File: config.mk
export PLATFORM = sky130hd
export DESIGN_NAME = nrh_host
export DESIGN_NICKNAME = d
export VERILOG_FILES = /design/src/verilog/nrh_pkg.sv /design/src/verilog/nrh_buf_mem.sv /design/src/verilog/nrh_host.sv
export SDC_FILE = /design/constraint.sdc
export NUM_CORES = 1
export LEC_CHECK = 0
export BUFFER_PORTS_ARGS = -buffer_cell sky130_fd_sc_hd__buf_2
export CAP_MARGIN = 5
export CORE_ASPECT_RATIO = 1.2
export CORE_MARGIN = 4
export CORE_UTILIZATION = 60
export CTS_BUF_LIST = sky130_fd_sc_hd__clkbuf_4 sky130_fd_sc_hd__clkbuf_8 sky130_fd_sc_hd__clkbuf_16
export DETAILED_ROUTE_END_ITERATION = 16
export HOLD_SLACK_MARGIN = 0.02
export MAX_ROUTING_LAYER = met4
export PLACE_DENSITY = 0.82
export SLEW_MARGIN = 20
export SYNTH_ARGS = -nofsm -noshare
export SYNTH_HDL_FRONTEND = slang
export SYNTH_SLANG_ARGS = --single-unit
File: constraint.sdc
create_clock -name i_sys_clk -period 5.5 [get_ports i_sys_clk]
set_input_delay 0.275 -clock i_sys_clk [delete_from_list [all_inputs] [get_ports i_sys_clk]]
set_output_delay 0.275 -clock i_sys_clk [all_outputs]
set_load 0.01 [all_outputs]
File: src/verilog/nrh_pkg.sv
/*
  Package for the host-side controller of a byte-wide NV SRAM with a hidden calendar clock.
  Holds pin bundle, APB register map, command codes, key pattern and pin timing counts.
  Assumes a 250 MHz system clock.
*/
package nrh_pkg;

  // Pin bundle toward the memory socket
  typedef struct packed {
    logic        ce_n;
    logic        oe_n;
    logic        we_n;
    logic [12:0] byte_select_lines;
    logic [7:0]  dq;
    logic        dq_oe_n;
  } nrh_pins_t;

  // Engine states, one-hot
  typedef enum logic [3:0] {
    ST_IDLE  = 4'b0001,
    ST_SETUP = 4'b0010,
    ST_STRB  = 4'b0100,
    ST_RECOV = 4'b1000
  } nrh_state_t;

  // Sequence phase of a command
  typedef enum logic [1:0] {
    PH_RAM  = 2'h0,
    PH_ARM  = 2'h1,
    PH_KEY  = 2'h2,
    PH_XFER = 2'h3
  } nrh_phase_t;

  // Commands in CTRL[1:0]
  localparam logic [1:0] CMD_RAM_RD = 2'h0;
  localparam logic [1:0] CMD_RAM_WR = 2'h1;
  localparam logic [1:0] CMD_CLK_RD = 2'h2;
  localparam logic [1:0] CMD_CLK_WR = 2'h3;

  // APB register offsets
  localparam logic [7:0] OFS_CTRL    = 8'h00;
  localparam logic [7:0] OFS_ADDR    = 8'h04;
  localparam logic [7:0] OFS_DATA    = 8'h08;
  localparam logic [7:0] OFS_STATUS  = 8'h0C;
  localparam logic [7:0] OFS_SCRATCH = 8'h10;
  localparam logic [7:0] OFS_BUF     = 8'h20;
  localparam logic [7:0] OFS_BUF_END = 8'h3C;

  // Field positions
  localparam int CTRL_GO_BIT     = 4;
  localparam int STAT_BUSY_BIT   = 0;
  localparam int STAT_DONE_BIT   = 1;

  // Reset values
  localparam logic [12:0] SCRATCH_RST = 13'h1FFF;
  localparam logic [12:0] ADDR_RST    = 13'h0000;
  localparam logic [7:0]  DATA_RST    = 8'h00;

  // Key C5,3A,A3,5C twice; bit i is the i-th bit sent
  localparam logic [63:0] KEY_PATTERN = 64'h5CA33AC5_5CA33AC5;
  localparam logic [5:0]  LAST_BIT    = 6'h3F;

  // Pin timing in ns and derived cycle counts (least times round up)
  localparam int CLK_NS     = 4;
  localparam int T_WP_NS    = 150;
  localparam int T_ACC_NS   = 200;
  localparam int T_WR_NS    = 20;
  localparam int T_OD_NS    = 100;
  localparam int SYNC_CYC   = 4;
  localparam logic [7:0] WP_CYC    = 8'((T_WP_NS + CLK_NS - 1) / CLK_NS);
  localparam logic [7:0] RD_CYC    = 8'((T_ACC_NS + CLK_NS - 1) / CLK_NS + SYNC_CYC);
  localparam logic [7:0] WR_REC    = 8'((T_WR_NS + CLK_NS - 1) / CLK_NS);
  localparam logic [7:0] RD_REC    = 8'((T_OD_NS + CLK_NS - 1) / CLK_NS);

endpackage

File: src/verilog/nrh_buf_mem.sv
/*
  Eight-byte buffer holding the clock register image for one transfer.
  One write port, one read port with registered read data; single clock.
*/
`timescale 1ns/10ps
module nrh_buf_mem
  import nrh_pkg::*;
(
  input  wire logic       i_sys_clk,
  input  wire logic       i_we,
  input  wire logic [2:0] i_waddr,
  input  wire logic [7:0] i_wdata,
  input  wire logic [2:0] i_raddr,
  output logic      [7:0] o_rdata
);

  logic [7:0] mem_ff [0:7];
  logic [7:0] rdata_ff;

  // Storage, no reset: contents are meaningless until loaded
  always_ff @(posedge i_sys_clk)
  begin
    if (i_we)
    begin
      mem_ff[i_waddr] <= i_wdata;
    end
  end

  // Registered read keeps the output timing clean
  always_ff @(posedge i_sys_clk)
  begin
    rdata_ff <= mem_ff[i_raddr];
  end

  assign o_rdata = rdata_ff;

endmodule // nrh_buf_mem

File: src/verilog/nrh_host.sv
/*
  Host controller that reaches the hidden calendar clock of a byte-wide NV SRAM
  through plain SRAM cycles, plus single RAM reads and writes, ordered over APB.
  Assumes one 250 MHz clock, an APB master, and the memory wired to o_sram/i_dq.
*/
// Design decisions made here: the register addresses and the APB register port.
`timescale 1ns/10ps
module nrh_host
  import nrh_pkg::*;
(
  input  wire logic        i_sys_clk,
  input  wire logic        i_rstn,
  input  wire logic        i_psel,
  input  wire logic        i_penable,
  input  wire logic        i_pwrite,
  input  wire logic [7:0]  i_paddr,
  input  wire logic [31:0] i_pwdata,
  output logic      [31:0] o_prdata,
  output logic             o_pready,
  output logic             o_pslverr,
  output nrh_pins_t        o_sram,
  input  wire logic [7:0]  i_dq
);

  nrh_state_t  state_ff;
  nrh_phase_t  phase_ff;
  nrh_pins_t   pins_ff;
  logic [5:0]  idx_ff;
  logic [7:0]  cnt_ff;
  logic        cyc_wr_ff;
  logic        clk_wr_ff;
  logic [1:0]  cmd_ff;
  logic [12:0] addr_ff;
  logic [7:0]  wdata_ff;
  logic [7:0]  rdata_ff;
  logic [12:0] scratch_ff;
  logic        done_ff;
  logic [31:0] prdata_ff;
  logic        pready_ff;
  logic        pslverr_ff;
  logic [7:0]  dq_s1_ff;
  logic [7:0]  dq_s2_ff;
  logic [7:0]  dq_s3_ff;
  logic [7:0]  dq_val_ff;
  logic [6:0]  shreg_ff;
  logic [7:0]  buf_rdata;
  logic        busy;
  logic        apb_acc;
  logic        go;
  logic        strobe_end;
  logic        capture;
  logic        buf_we;
  logic [2:0]  buf_waddr;
  logic [7:0]  buf_wdata;
  logic [2:0]  buf_raddr;
  logic [5:0]  idx_inc;

  // Key bit for a given stream position
  function automatic logic key_bit(input logic [5:0] idx);
    return KEY_PATTERN[idx];
  endfunction

  // Buffer window decode, used by both read and write paths
  function automatic logic in_buf(input logic [7:0] a);
    return (a >= OFS_BUF) && (a <= OFS_BUF_END) && (a[1:0] == 2'h0);
  endfunction

  assign busy       = (state_ff != ST_IDLE);
  assign apb_acc    = i_psel && i_penable && !pready_ff;
  assign go         = apb_acc && i_pwrite && (i_paddr == OFS_CTRL) && i_pwdata[CTRL_GO_BIT] && !busy;
  assign strobe_end = (state_ff == ST_STRB) && (cnt_ff == 8'h00);
  assign capture    = strobe_end && !cyc_wr_ff && (phase_ff == PH_XFER);

  // APB bus transaction: answer one cycle into the access phase
  always_ff @(posedge i_sys_clk or negedge i_rstn)
  begin
    if (!i_rstn)
    begin
      pready_ff  <= 1'b0;
      pslverr_ff <= 1'b0;
      prdata_ff  <= 32'h0000_0000;
    end
    else
    begin
      pready_ff  <= apb_acc;
      pslverr_ff <= 1'b0;
      if (apb_acc)
      begin
        prdata_ff <= 32'h0000_0000;
        if (!i_pwrite)
        begin
          case (i_paddr)
            OFS_CTRL:    prdata_ff <= {30'h0000_0000, cmd_ff};
            OFS_ADDR:    prdata_ff <= {19'h0_0000, addr_ff};
            OFS_DATA:    prdata_ff <= {24'h00_0000, rdata_ff};
            OFS_STATUS:  prdata_ff <= {30'h0000_0000, done_ff, busy};
            OFS_SCRATCH: prdata_ff <= {19'h0_0000, scratch_ff};
            default:
            begin
              if (in_buf(i_paddr))
              begin
                prdata_ff <= {24'h00_0000, buf_rdata};
              end
              else
              begin
                pslverr_ff <= 1'b1;
              end
            end
          endcase
        end
        else if (!(i_paddr inside {OFS_CTRL, OFS_ADDR, OFS_DATA, OFS_STATUS, OFS_SCRATCH}) && !in_buf(i_paddr))
        begin
          pslverr_ff <= 1'b1;
        end
      end
    end
  end

  // Software-written settings; ignored while a command runs
  always_ff @(posedge i_sys_clk or negedge i_rstn)
  begin
    if (!i_rstn)
    begin
      cmd_ff     <= CMD_RAM_RD;
      addr_ff    <= ADDR_RST;
      wdata_ff   <= DATA_RST;
      scratch_ff <= SCRATCH_RST;
    end
    else if (apb_acc && i_pwrite && !busy)
    begin
      case (i_paddr)
        OFS_CTRL:    cmd_ff     <= i_pwdata[1:0];
        OFS_ADDR:    addr_ff    <= i_pwdata[12:0];
        OFS_DATA:    wdata_ff   <= i_pwdata[7:0];
        OFS_SCRATCH: scratch_ff <= i_pwdata[12:0];
        default:     cmd_ff     <= cmd_ff;
      endcase
    end
  end

  // Done flag: completion wins over a write-one clear in the same cycle
  always_ff @(posedge i_sys_clk or negedge i_rstn)
  begin
    if (!i_rstn)
    begin
      done_ff <= 1'b0;
    end
    else if (state_ff == ST_RECOV && cnt_ff == 8'h00 && (phase_ff == PH_RAM || (phase_ff == PH_XFER && idx_ff == LAST_BIT)))
    begin
      done_ff <= 1'b1;
    end
    else if (apb_acc && i_pwrite && i_paddr == OFS_STATUS && i_pwdata[STAT_DONE_BIT])
    begin
      done_ff <= 1'b0;
    end
  end

  // Data pins come from outside the clock domain: three flops, accept on agreement
  always_ff @(posedge i_sys_clk or negedge i_rstn)
  begin
    if (!i_rstn)
    begin
      dq_s1_ff  <= 8'h00;
      dq_s2_ff  <= 8'h00;
      dq_s3_ff  <= 8'h00;
      dq_val_ff <= 8'h00;
    end
    else
    begin
      dq_s1_ff <= i_dq;
      dq_s2_ff <= dq_s1_ff;
      dq_s3_ff <= dq_s2_ff;
      for (int b = 0; b < 8; b++)
      begin
        if (dq_s2_ff[b] == dq_s3_ff[b])
        begin
          dq_val_ff[b] <= dq_s3_ff[b];
        end
      end
    end
  end

  // Read results: RAM byte, or clock bits gathered LSB first
  always_ff @(posedge i_sys_clk or negedge i_rstn)
  begin
    if (!i_rstn)
    begin
      rdata_ff <= DATA_RST;
      shreg_ff <= 7'h00;
    end
    else if (strobe_end && !cyc_wr_ff && phase_ff == PH_RAM)
    begin
      rdata_ff <= dq_val_ff;
    end
    else if (capture)
    begin
      shreg_ff[idx_ff[2:0]] <= dq_val_ff[0];
    end
  end

  // Buffer ports: engine owns them while busy, APB otherwise
  assign buf_we    = busy ? (capture && idx_ff[2:0] == 3'h7)
                          : (apb_acc && i_pwrite && in_buf(i_paddr));
  assign buf_waddr = busy ? idx_ff[5:3] : i_paddr[4:2];
  assign buf_wdata = busy ? {dq_val_ff[0], shreg_ff} : i_pwdata[7:0];
  // Registered read port: fetch the next bit's byte at the last recovery edge,
  // otherwise a write transfer would send stale data at every byte boundary
  assign idx_inc   = idx_ff + 6'h01;
  assign buf_raddr = !busy ? i_paddr[4:2]
                   : ((state_ff == ST_RECOV && cnt_ff == 8'h00) ? idx_inc[5:3] : idx_ff[5:3]);

  nrh_buf_mem u_buf (
    .i_sys_clk (i_sys_clk),
    .i_we      (buf_we),
    .i_waddr   (buf_waddr),
    .i_wdata   (buf_wdata),
    .i_raddr   (buf_raddr),
    .o_rdata   (buf_rdata)
  );

  // Pin cycle engine: setup, strobe, recovery; sequence across phases
  always_ff @(posedge i_sys_clk or negedge i_rstn)
  begin
    if (!i_rstn)
    begin
      state_ff  <= ST_IDLE;
      phase_ff  <= PH_RAM;
      idx_ff    <= 6'h00;
      cnt_ff    <= 8'h00;
      cyc_wr_ff <= 1'b0;
      clk_wr_ff <= 1'b0;
      pins_ff   <= '{ce_n: 1'b1, oe_n: 1'b1, we_n: 1'b1, byte_select_lines: 13'h0000, dq: 8'h00, dq_oe_n: 1'b1};
    end
    else
    begin
      case (state_ff)
        ST_IDLE:
        begin
          if (go)
          begin
            state_ff  <= ST_SETUP;
            idx_ff    <= 6'h00;
            clk_wr_ff <= (cmd_ff == CMD_CLK_WR);
            if (cmd_ff == CMD_RAM_RD || cmd_ff == CMD_RAM_WR)
            begin
              phase_ff  <= PH_RAM;
              cyc_wr_ff <= (cmd_ff == CMD_RAM_WR);
              pins_ff.byte_select_lines <= addr_ff;
            end
            else
            begin
              phase_ff  <= PH_ARM;
              cyc_wr_ff <= 1'b0;
              pins_ff.byte_select_lines <= scratch_ff;
            end
          end
        end
        ST_SETUP:
        begin
          // Address settles a cycle before any strobe; write data and its drive enable change on the same edge as the strobes
          state_ff        <= ST_STRB;
          pins_ff.ce_n    <= 1'b0;
          pins_ff.we_n    <= !cyc_wr_ff;
          pins_ff.oe_n    <= cyc_wr_ff;
          pins_ff.dq_oe_n <= !cyc_wr_ff;
          cnt_ff          <= (cyc_wr_ff ? WP_CYC : RD_CYC) - 8'h01;
          case (phase_ff)
            PH_KEY:  pins_ff.dq <= {7'h00, key_bit(idx_ff)};
            PH_XFER: pins_ff.dq <= {7'h00, buf_rdata[idx_ff[2:0]]};
            default: pins_ff.dq <= wdata_ff;
          endcase
        end
        ST_STRB:
        begin
          // Address stays put until the strobes are back high
          if (cnt_ff == 8'h00)
          begin
            state_ff     <= ST_RECOV;
            pins_ff.ce_n <= 1'b1;
            pins_ff.we_n <= 1'b1;
            pins_ff.oe_n <= 1'b1;
            cnt_ff       <= cyc_wr_ff ? WR_REC : RD_REC;
          end
          else
          begin
            cnt_ff <= cnt_ff - 8'h01;
          end
        end
        ST_RECOV:
        begin
          // Data held through recovery for write hold time
          if (cnt_ff == 8'h00)
          begin
            pins_ff.dq_oe_n <= 1'b1;
            state_ff        <= ST_SETUP;
            case (phase_ff)
              PH_ARM:
              begin
                phase_ff  <= PH_KEY;
                cyc_wr_ff <= 1'b1;
              end
              PH_KEY:
              begin
                if (idx_ff == LAST_BIT)
                begin
                  phase_ff  <= PH_XFER;
                  cyc_wr_ff <= clk_wr_ff;
                end
                idx_ff <= idx_ff + 6'h01;
              end
              PH_XFER:
              begin
                idx_ff <= idx_ff + 6'h01;
                if (idx_ff == LAST_BIT)
                begin
                  state_ff <= ST_IDLE;
                end
              end
              default: state_ff <= ST_IDLE;
            endcase
          end
          else
          begin
            cnt_ff <= cnt_ff - 8'h01;
          end
        end
        default: state_ff <= ST_IDLE;
      endcase
    end
  end

  assign o_prdata  = prdata_ff;
  assign o_pready  = pready_ff;
  assign o_pslverr = pslverr_ff;
  assign o_sram    = pins_ff;

endmodule // nrh_host

==> impl_metrics.toml, run 1 <==
[global_route]
antenna_found_initial = 0
grt_overflow = 0
grt.total_usage_pct = 24.0
met3_usage_pct = 3.58
grt_first_pass_wirelength_mm = 34.8
grt_max_degree = 87
grt_use_met1_pct = 30.7
grt_use_met2_pct = 39.6
grt_pass1_vias = 6576
busiest_layer = "met2"

[power_and_ir_drop]
peakVddDrop_mv = 0.282
p_leak_uw = 0.00470
p_per_area_nw_per_um2 = 424

[setup_path]
slowest_delay_ns = 0.94
worst_ep_arrival_time_ns = 3.67
critPathSlowestCell = "or4b_1"
path_delay_family = "simple AND/OR/NAND/NOR gates"
critPathBufInv = 0
end_kind = "register"
required_ns = 5.61
critPathLaunchType = "register"
crit_chain = "or4b_1, nor3_2, a32oi_1, or2_2, nor2_1"
cp_max_fo = 17
criticalPathCategory = "register to register"

[logic_synthesis]
yosys_most_used_dff = "dfrtp_1"
syn_area_per_cell_um2 = 12.0
synth_compound_area_share_pct = 12.9
synth_xor_area_share_pct = 0.270
synth_top_family_by_area = "compound AO/OA/AOI/OAI gates"
synth_top_cell_by_area = "dfrtp_1"
synth-edff-count = 64
synth_top_area_share_pct = 32.9
yosys_warnings = 0
synthArstFlopShare_pct = 67.0
synthSimpleGateAreaFrac_pct = 11.9
yosysUniqueCellTypes = 74
ys_seq_area_share_pct = 59.2
synthAdderAreaFrac_pct = 1.98
synth.area.mux_share_pct = 9.34
postSynthCellCount = 812
synth.ff_latch_count = 218
synth_area_leaders = "dfrtp_1, edfxtp_1, dfstp_2"
syn-cell-area_um2 = 9730

[drt]
vias_per_cell = 6.11
drt_iter0_drc = 725
postRouteAntennaNets = 0
wl_per_cell_um = 19.5
drc = 0
dr.pass1.iters = 7
wl_mm = 21.5
vias = 6721

[floorplanning]
fp.dieH_um = 148
core_region_area_um2 = 15800
die_area_um2 = 18300
start_util_pct = 61.7
io_pins = 112
fp-row-count = 50
die_x_um = 124

[cts]
tritoncts = "built"
cts-root-buf = "clkbuf_16"
cts_num_sinks = 218
clk_latency_ns = 0.50
post_cts_resized = 0
ctsLongestPathBuffers = 3
numCtsBuffers = 21
path_clk_slew_ns = 0.06
htree_levels = 1

[timing]
grt_setup_unrepaired = "false"
slew_violations = 0
period_needed_ns = 3.56
skew_ns = 0.0200
fmax_mhz = 281
setup_viol = 0
finalHoldViolations = 0
max_slew_margin_pct = 39.8
period_share_pct = 64.7
tightest_slew_ns = 0.902
setup_tns_ns = 0
layout_setup_ws_ns = 1.94
holdWs_ns = 0.0175

[cells_and_area]
num-nets-final = 939
syn_to_final_growth_pct = 12.0
layout_commonest_cell = "dfrtp_1"
drive_gt1_share_pct = 22.0
design_area_um2 = 10900
antennaDiodeCount = 0
layout_common_cells = "dfrtp_1, nand2_1, buf_2, edfxtp_1, o21ai_0"
fillers = 1138

[placement]
dp_hpwl_mm = 14.5
portBuffers = 73
placed_area_um2 = 10100
pre_cts_slack_ns = 1.96
gp_congestion = 0.901

[min_path]
hold_path_class = "input port to register"

[status]
status = "completed"

[flow_run]
cap_viol_max_count = 0
[path summary, 6_finish.rpt]
path / startpoint / end / slack [ns] / depth (start not counted)
min: i_pwdata[9] / addr_ff[9] / 0.02 / 2
min in group asynchronous: i_rstn / cnt_ff[7] / 0.41 / 2
max reg2reg: state_ff[1] / u_buf.mem_ff[5][3] / 1.94 / 5
max in group asynchronous: i_rstn / o_sram[14] / 3.83 / 3
min reg2reg: dq_s1_ff[3] / dq_s2_ff[3] / 0.35 / 0
max: state_ff[1] / u_buf.mem_ff[5][3] / 1.94 / 5
[power by group]
| group | switching, uW | internal, uW | total (uW) |
|---|---|---|---|
| Clock | 589 | 774 | 1360 |
| Sequential | 121 | 1860 | 1980 |
| Combinational | 785 | 494 | 1280 |
[per-stage QoR]
step	util (%)	std cells	power [uW]
after floorplan	-	830	2950
after global placement	64.2	1049	3220
after detailed placement	64.2	1049	3250
after CTS	69.0	1099	4620
after global routing	69.2	1100	4850
final	69.2	1100	4620
[area by class of cell]
type | instances | area [um2] | share of cell area [%]
clock buffer | 25 | 562 | 5.15
multi-input combinational | 529 | 3630 | 33.3
clock inverter | 13 | 85.1 | 0.780
tap | 208 | 260 | 2.39
timing repair buffer | 92 | 552 | 5.06
inverter | 15 | 56.3 | 0.516
sequential | 218 | 5760 | 52.8
[cells by family (layout without fill, tap and decap cells)]
| family | count (synthesis) | count (layout) |
|---|---|---|
| buf+inv | 83 | 145 |
| fa+ha+maj | 17 | 17 |
| simple gates | 231 | 231 |
| xor+xnor | 3 | 3 |
| flops | 218 | 218 |
| other cells | 1 | 19 |
| compound gates | 177 | 177 |
| mux | 82 | 82 |
[routing by layer]
layer	vias up	wire, um
met5	-	0
met4	0	619
met3	43	1710
met2	304	10600
met1	3317	8550
li1	3057	-
[state kept, by name (all words and copies together), names as in the netlist, 2 cells and up]
signal,cells
wdata_ff,8
state_ff,4
shreg_ff,7
dq_val_ff,8
addr_ff,13
o_sram,25
idx_ff,6
dq_s2_ff,8
phase_ff,2
o_prdata,13
dq_s1_ff,8
scratch_ff,13
u_buf.o_rdata,8
cmd_ff,2
rdata_ff,8
u_buf.mem_ff,64
dq_s3_ff,8
cnt_ff,8
[timing repair]
action                                  4_1_cts  5_1_grt
endpoints found under the setup margin        0        0
hold buffers                                 12        0
setup buffers                                 0        0
endpoints found under the hold margin        86        0
[cells in the mapped netlist (all sizes together) (5+ instances only)]
| library cell | number |
|---|---|
| dfrtp | 128 |
| nand2 | 103 |
| edfxtp | 64 |
| mux2 | 51 |
| o21ai | 49 |
| nor2 | 43 |
| buf | 34 |
| clkbuf | 34 |
| mux2i | 29 |
| a21boi | 21 |
| nand3 | 20 |
| a21oi | 19 |
| dfstp | 18 |
| a22oi | 15 |
| inv | 15 |
| a31o | 14 |
| nor3 | 12 |
| a22o | 9 |
| ha | 9 |
| dfxtp | 8 |
| maj3 | 8 |
| nor3b | 8 |
| a31oi | 7 |
| and3 | 7 |
| o22ai | 7 |
| a222oi | 6 |
| nand2b | 5 |
| nand4 | 5 |
| nor4 | 5 |
(Power assumes the default switching activity.)
==> inputs of run 2 (changes only) <==
Settings changed: CORE_UTILIZATION 60 to 58, PLACE_DENSITY 0.82 to 0.79.
Clock period 5.5 ns to 3.3 ns, I/O delays scaled along.
==> impl_metrics.toml, run 2 (synthesis gave the netlist of run 1 again) <==
[status]
status = "completed"

[cells_and_area]
syn_to_final_growth_pct = 15.7
largest_reg_flops = 64
fin_cells = 1137
max_flop_register = "u_buf.mem_ff"
layout_commonest_cell = "dfrtp_1"
num-nets-final = 971
layout_common_cells = "dfrtp_1, nand2_1, buf_2, edfxtp_1, o21ai_0"
fillers = 1177
drive_gt1_share_pct = 24.9
antennaDiodeCount = 0

[setup_path]
cp_max_fo = 11
worstRegToRegCells = 9
reg2reg_to = "u_buf.o_rdata[1]"
reg2reg_from = "cnt_ff[0]"
criticalPathCategory = "register to register"
critPathLaunchType = "register"
end_kind = "register"
required_ns = 3.69
worst_ep_arrival_time_ns = 3.30
reg2reg_slack_ns = 0.39

[min_path]
min_from = "i_pwdata[4]"
whs_path_depth = 2
hold-path-endpoint = "addr_ff[4]"
hold_path_class = "input port to register"

[cts]
numCtsBuffers = 22
clk_latency_ns = 0.51
cts_num_sinks = 218
ctsLongestPathBuffers = 3
post_cts_resized = 0
path_clk_slew_ns = 0.06
cts-root-buf = "clkbuf_16"
tritoncts = "built"
htree_levels = 1

[timing]
max_slew_margin_pct = 41.6
finalHoldViolations = 0
skew_ns = 0.00804
slew_violations = 0
fmax_mhz = 343
grt_setup_unrepaired = "false"
setup_viol = 0
period_needed_ns = 2.91
tightest_slew_ns = 0.877
setup_tns_ns = 0
period_share_pct = 88.2

[global_route]
grt_pass1_vias = 6758
grt_overflow = 0
grt_first_pass_wirelength_mm = 36.1
grt_max_degree = 88
grt.total_usage_pct = 24.4
antenna_found_initial = 0

[drt]
vias = 6819
met2_length_mm = 11.0
wl_per_cell_um = 19.5
postRouteAntennaNets = 0
wl_met1_mm = 8.98
drt_iter0_drc = 582
wl_met3_mm = 1.55
vias_per_cell = 6.00
wl_mm = 22.1
dr.pass1.iters = 7
drc = 0
topRoutingLayerUsed = "met4"

[floorplanning]
io_pins = 112
core_region_area_um2 = 16300
die_area_um2 = 18900
start_util_pct = 59.6
fp.dieH_um = 150
die_x_um = 126
fp-row-count = 51

[placement]
dp_hpwl_mm = 14.9
gp_congestion = 0.927
portBuffers = 73
dp.cells = 1077

[power_and_ir_drop]
p_per_area_nw_per_um2 = 715
peakVddDrop_mv = 0.426
p_leak_uw = 0.00492

[flow_run]
cap_viol_max_count = 0
==> run 2: final cells by class <==
type	count	area [um2]	area share, %
Clock inverter	9	81.3	0.722
Multi-Input combinational cell	529	3620	32.2
Sequential cell	218	5760	51.1
Inverter	15	56.3	0.500
Clock buffer	31	654	5.81
Tap cell	212	265	2.36
Timing Repair Buffer	123	822	7.30
==> run 2: worst max path at each step <==
stage               depth (start not counted)                 end  startpoint  slack (ns)
global route                                9    u_buf.o_rdata[4]   cnt_ff[0]        0.23
floorplan                                   7  u_buf.mem_ff[3][0]   cnt_ff[0]        0.49
detailed placement                          9    u_buf.o_rdata[1]   cnt_ff[0]        0.42
finish                                      9    u_buf.o_rdata[1]   cnt_ff[0]        0.39
CTS                                         9    u_buf.o_rdata[1]   cnt_ff[0]        0.41
global placement                            9    u_buf.o_rdata[1]   cnt_ff[0]        0.48
==> run 2: worst max-delay path: stages, from the launching register on <==
cell      delay (ns)
dfrtp_1         0.40
inv_1           0.09
ha_1            0.15
or3b_2          0.57
or4_4           0.59
o2111a_1        0.32
buf_4           0.24
a31o_1          0.18
o22ai_1         0.14
mux2i_1         0.10
==> run 2: metrics by stage <==
step | area (um2) | hold WS, ns | util [%] | worst slack [ns] | power (uW)
after floorplan | 9800 | -0.131 | - | 0.490 | 4920
after global placement | 10300 | 0.174 | 63.2 | 0.483 | 5500
after detailed placement | 10300 | 0.178 | 63.2 | 0.416 | 5560
after CTS | 11300 | 0.0517 | 68.9 | 0.408 | 8070
after global routing | 11300 | 0.0464 | 68.9 | 0.233 | 8470
final | 11300 | 0.0531 | 68.9 | 0.388 | 8050
==> run 2: what timing repair did <==
action                                 in CTS  in global routing
buffers inserted                            0                  0
endpoints found under the hold margin      90                  0
hold buffers                               20                  0
==> run 2: layer usage <==
layer,vias up,GRT usage [%]
met5,-,-
met1,3362,31.8
met3,50,3.61
met4,0,7.99
li1,3138,-
met2,269,40.0
==> run 2: power by group <==
| group | total (uW) | switching, uW | internal [uW] |
|---|---|---|---|
| Clock | 2490 | 1020 | 1470 |
| Combinational | 2270 | 1360 | 915 |
| Sequential | 3290 | 194 | 3090 |
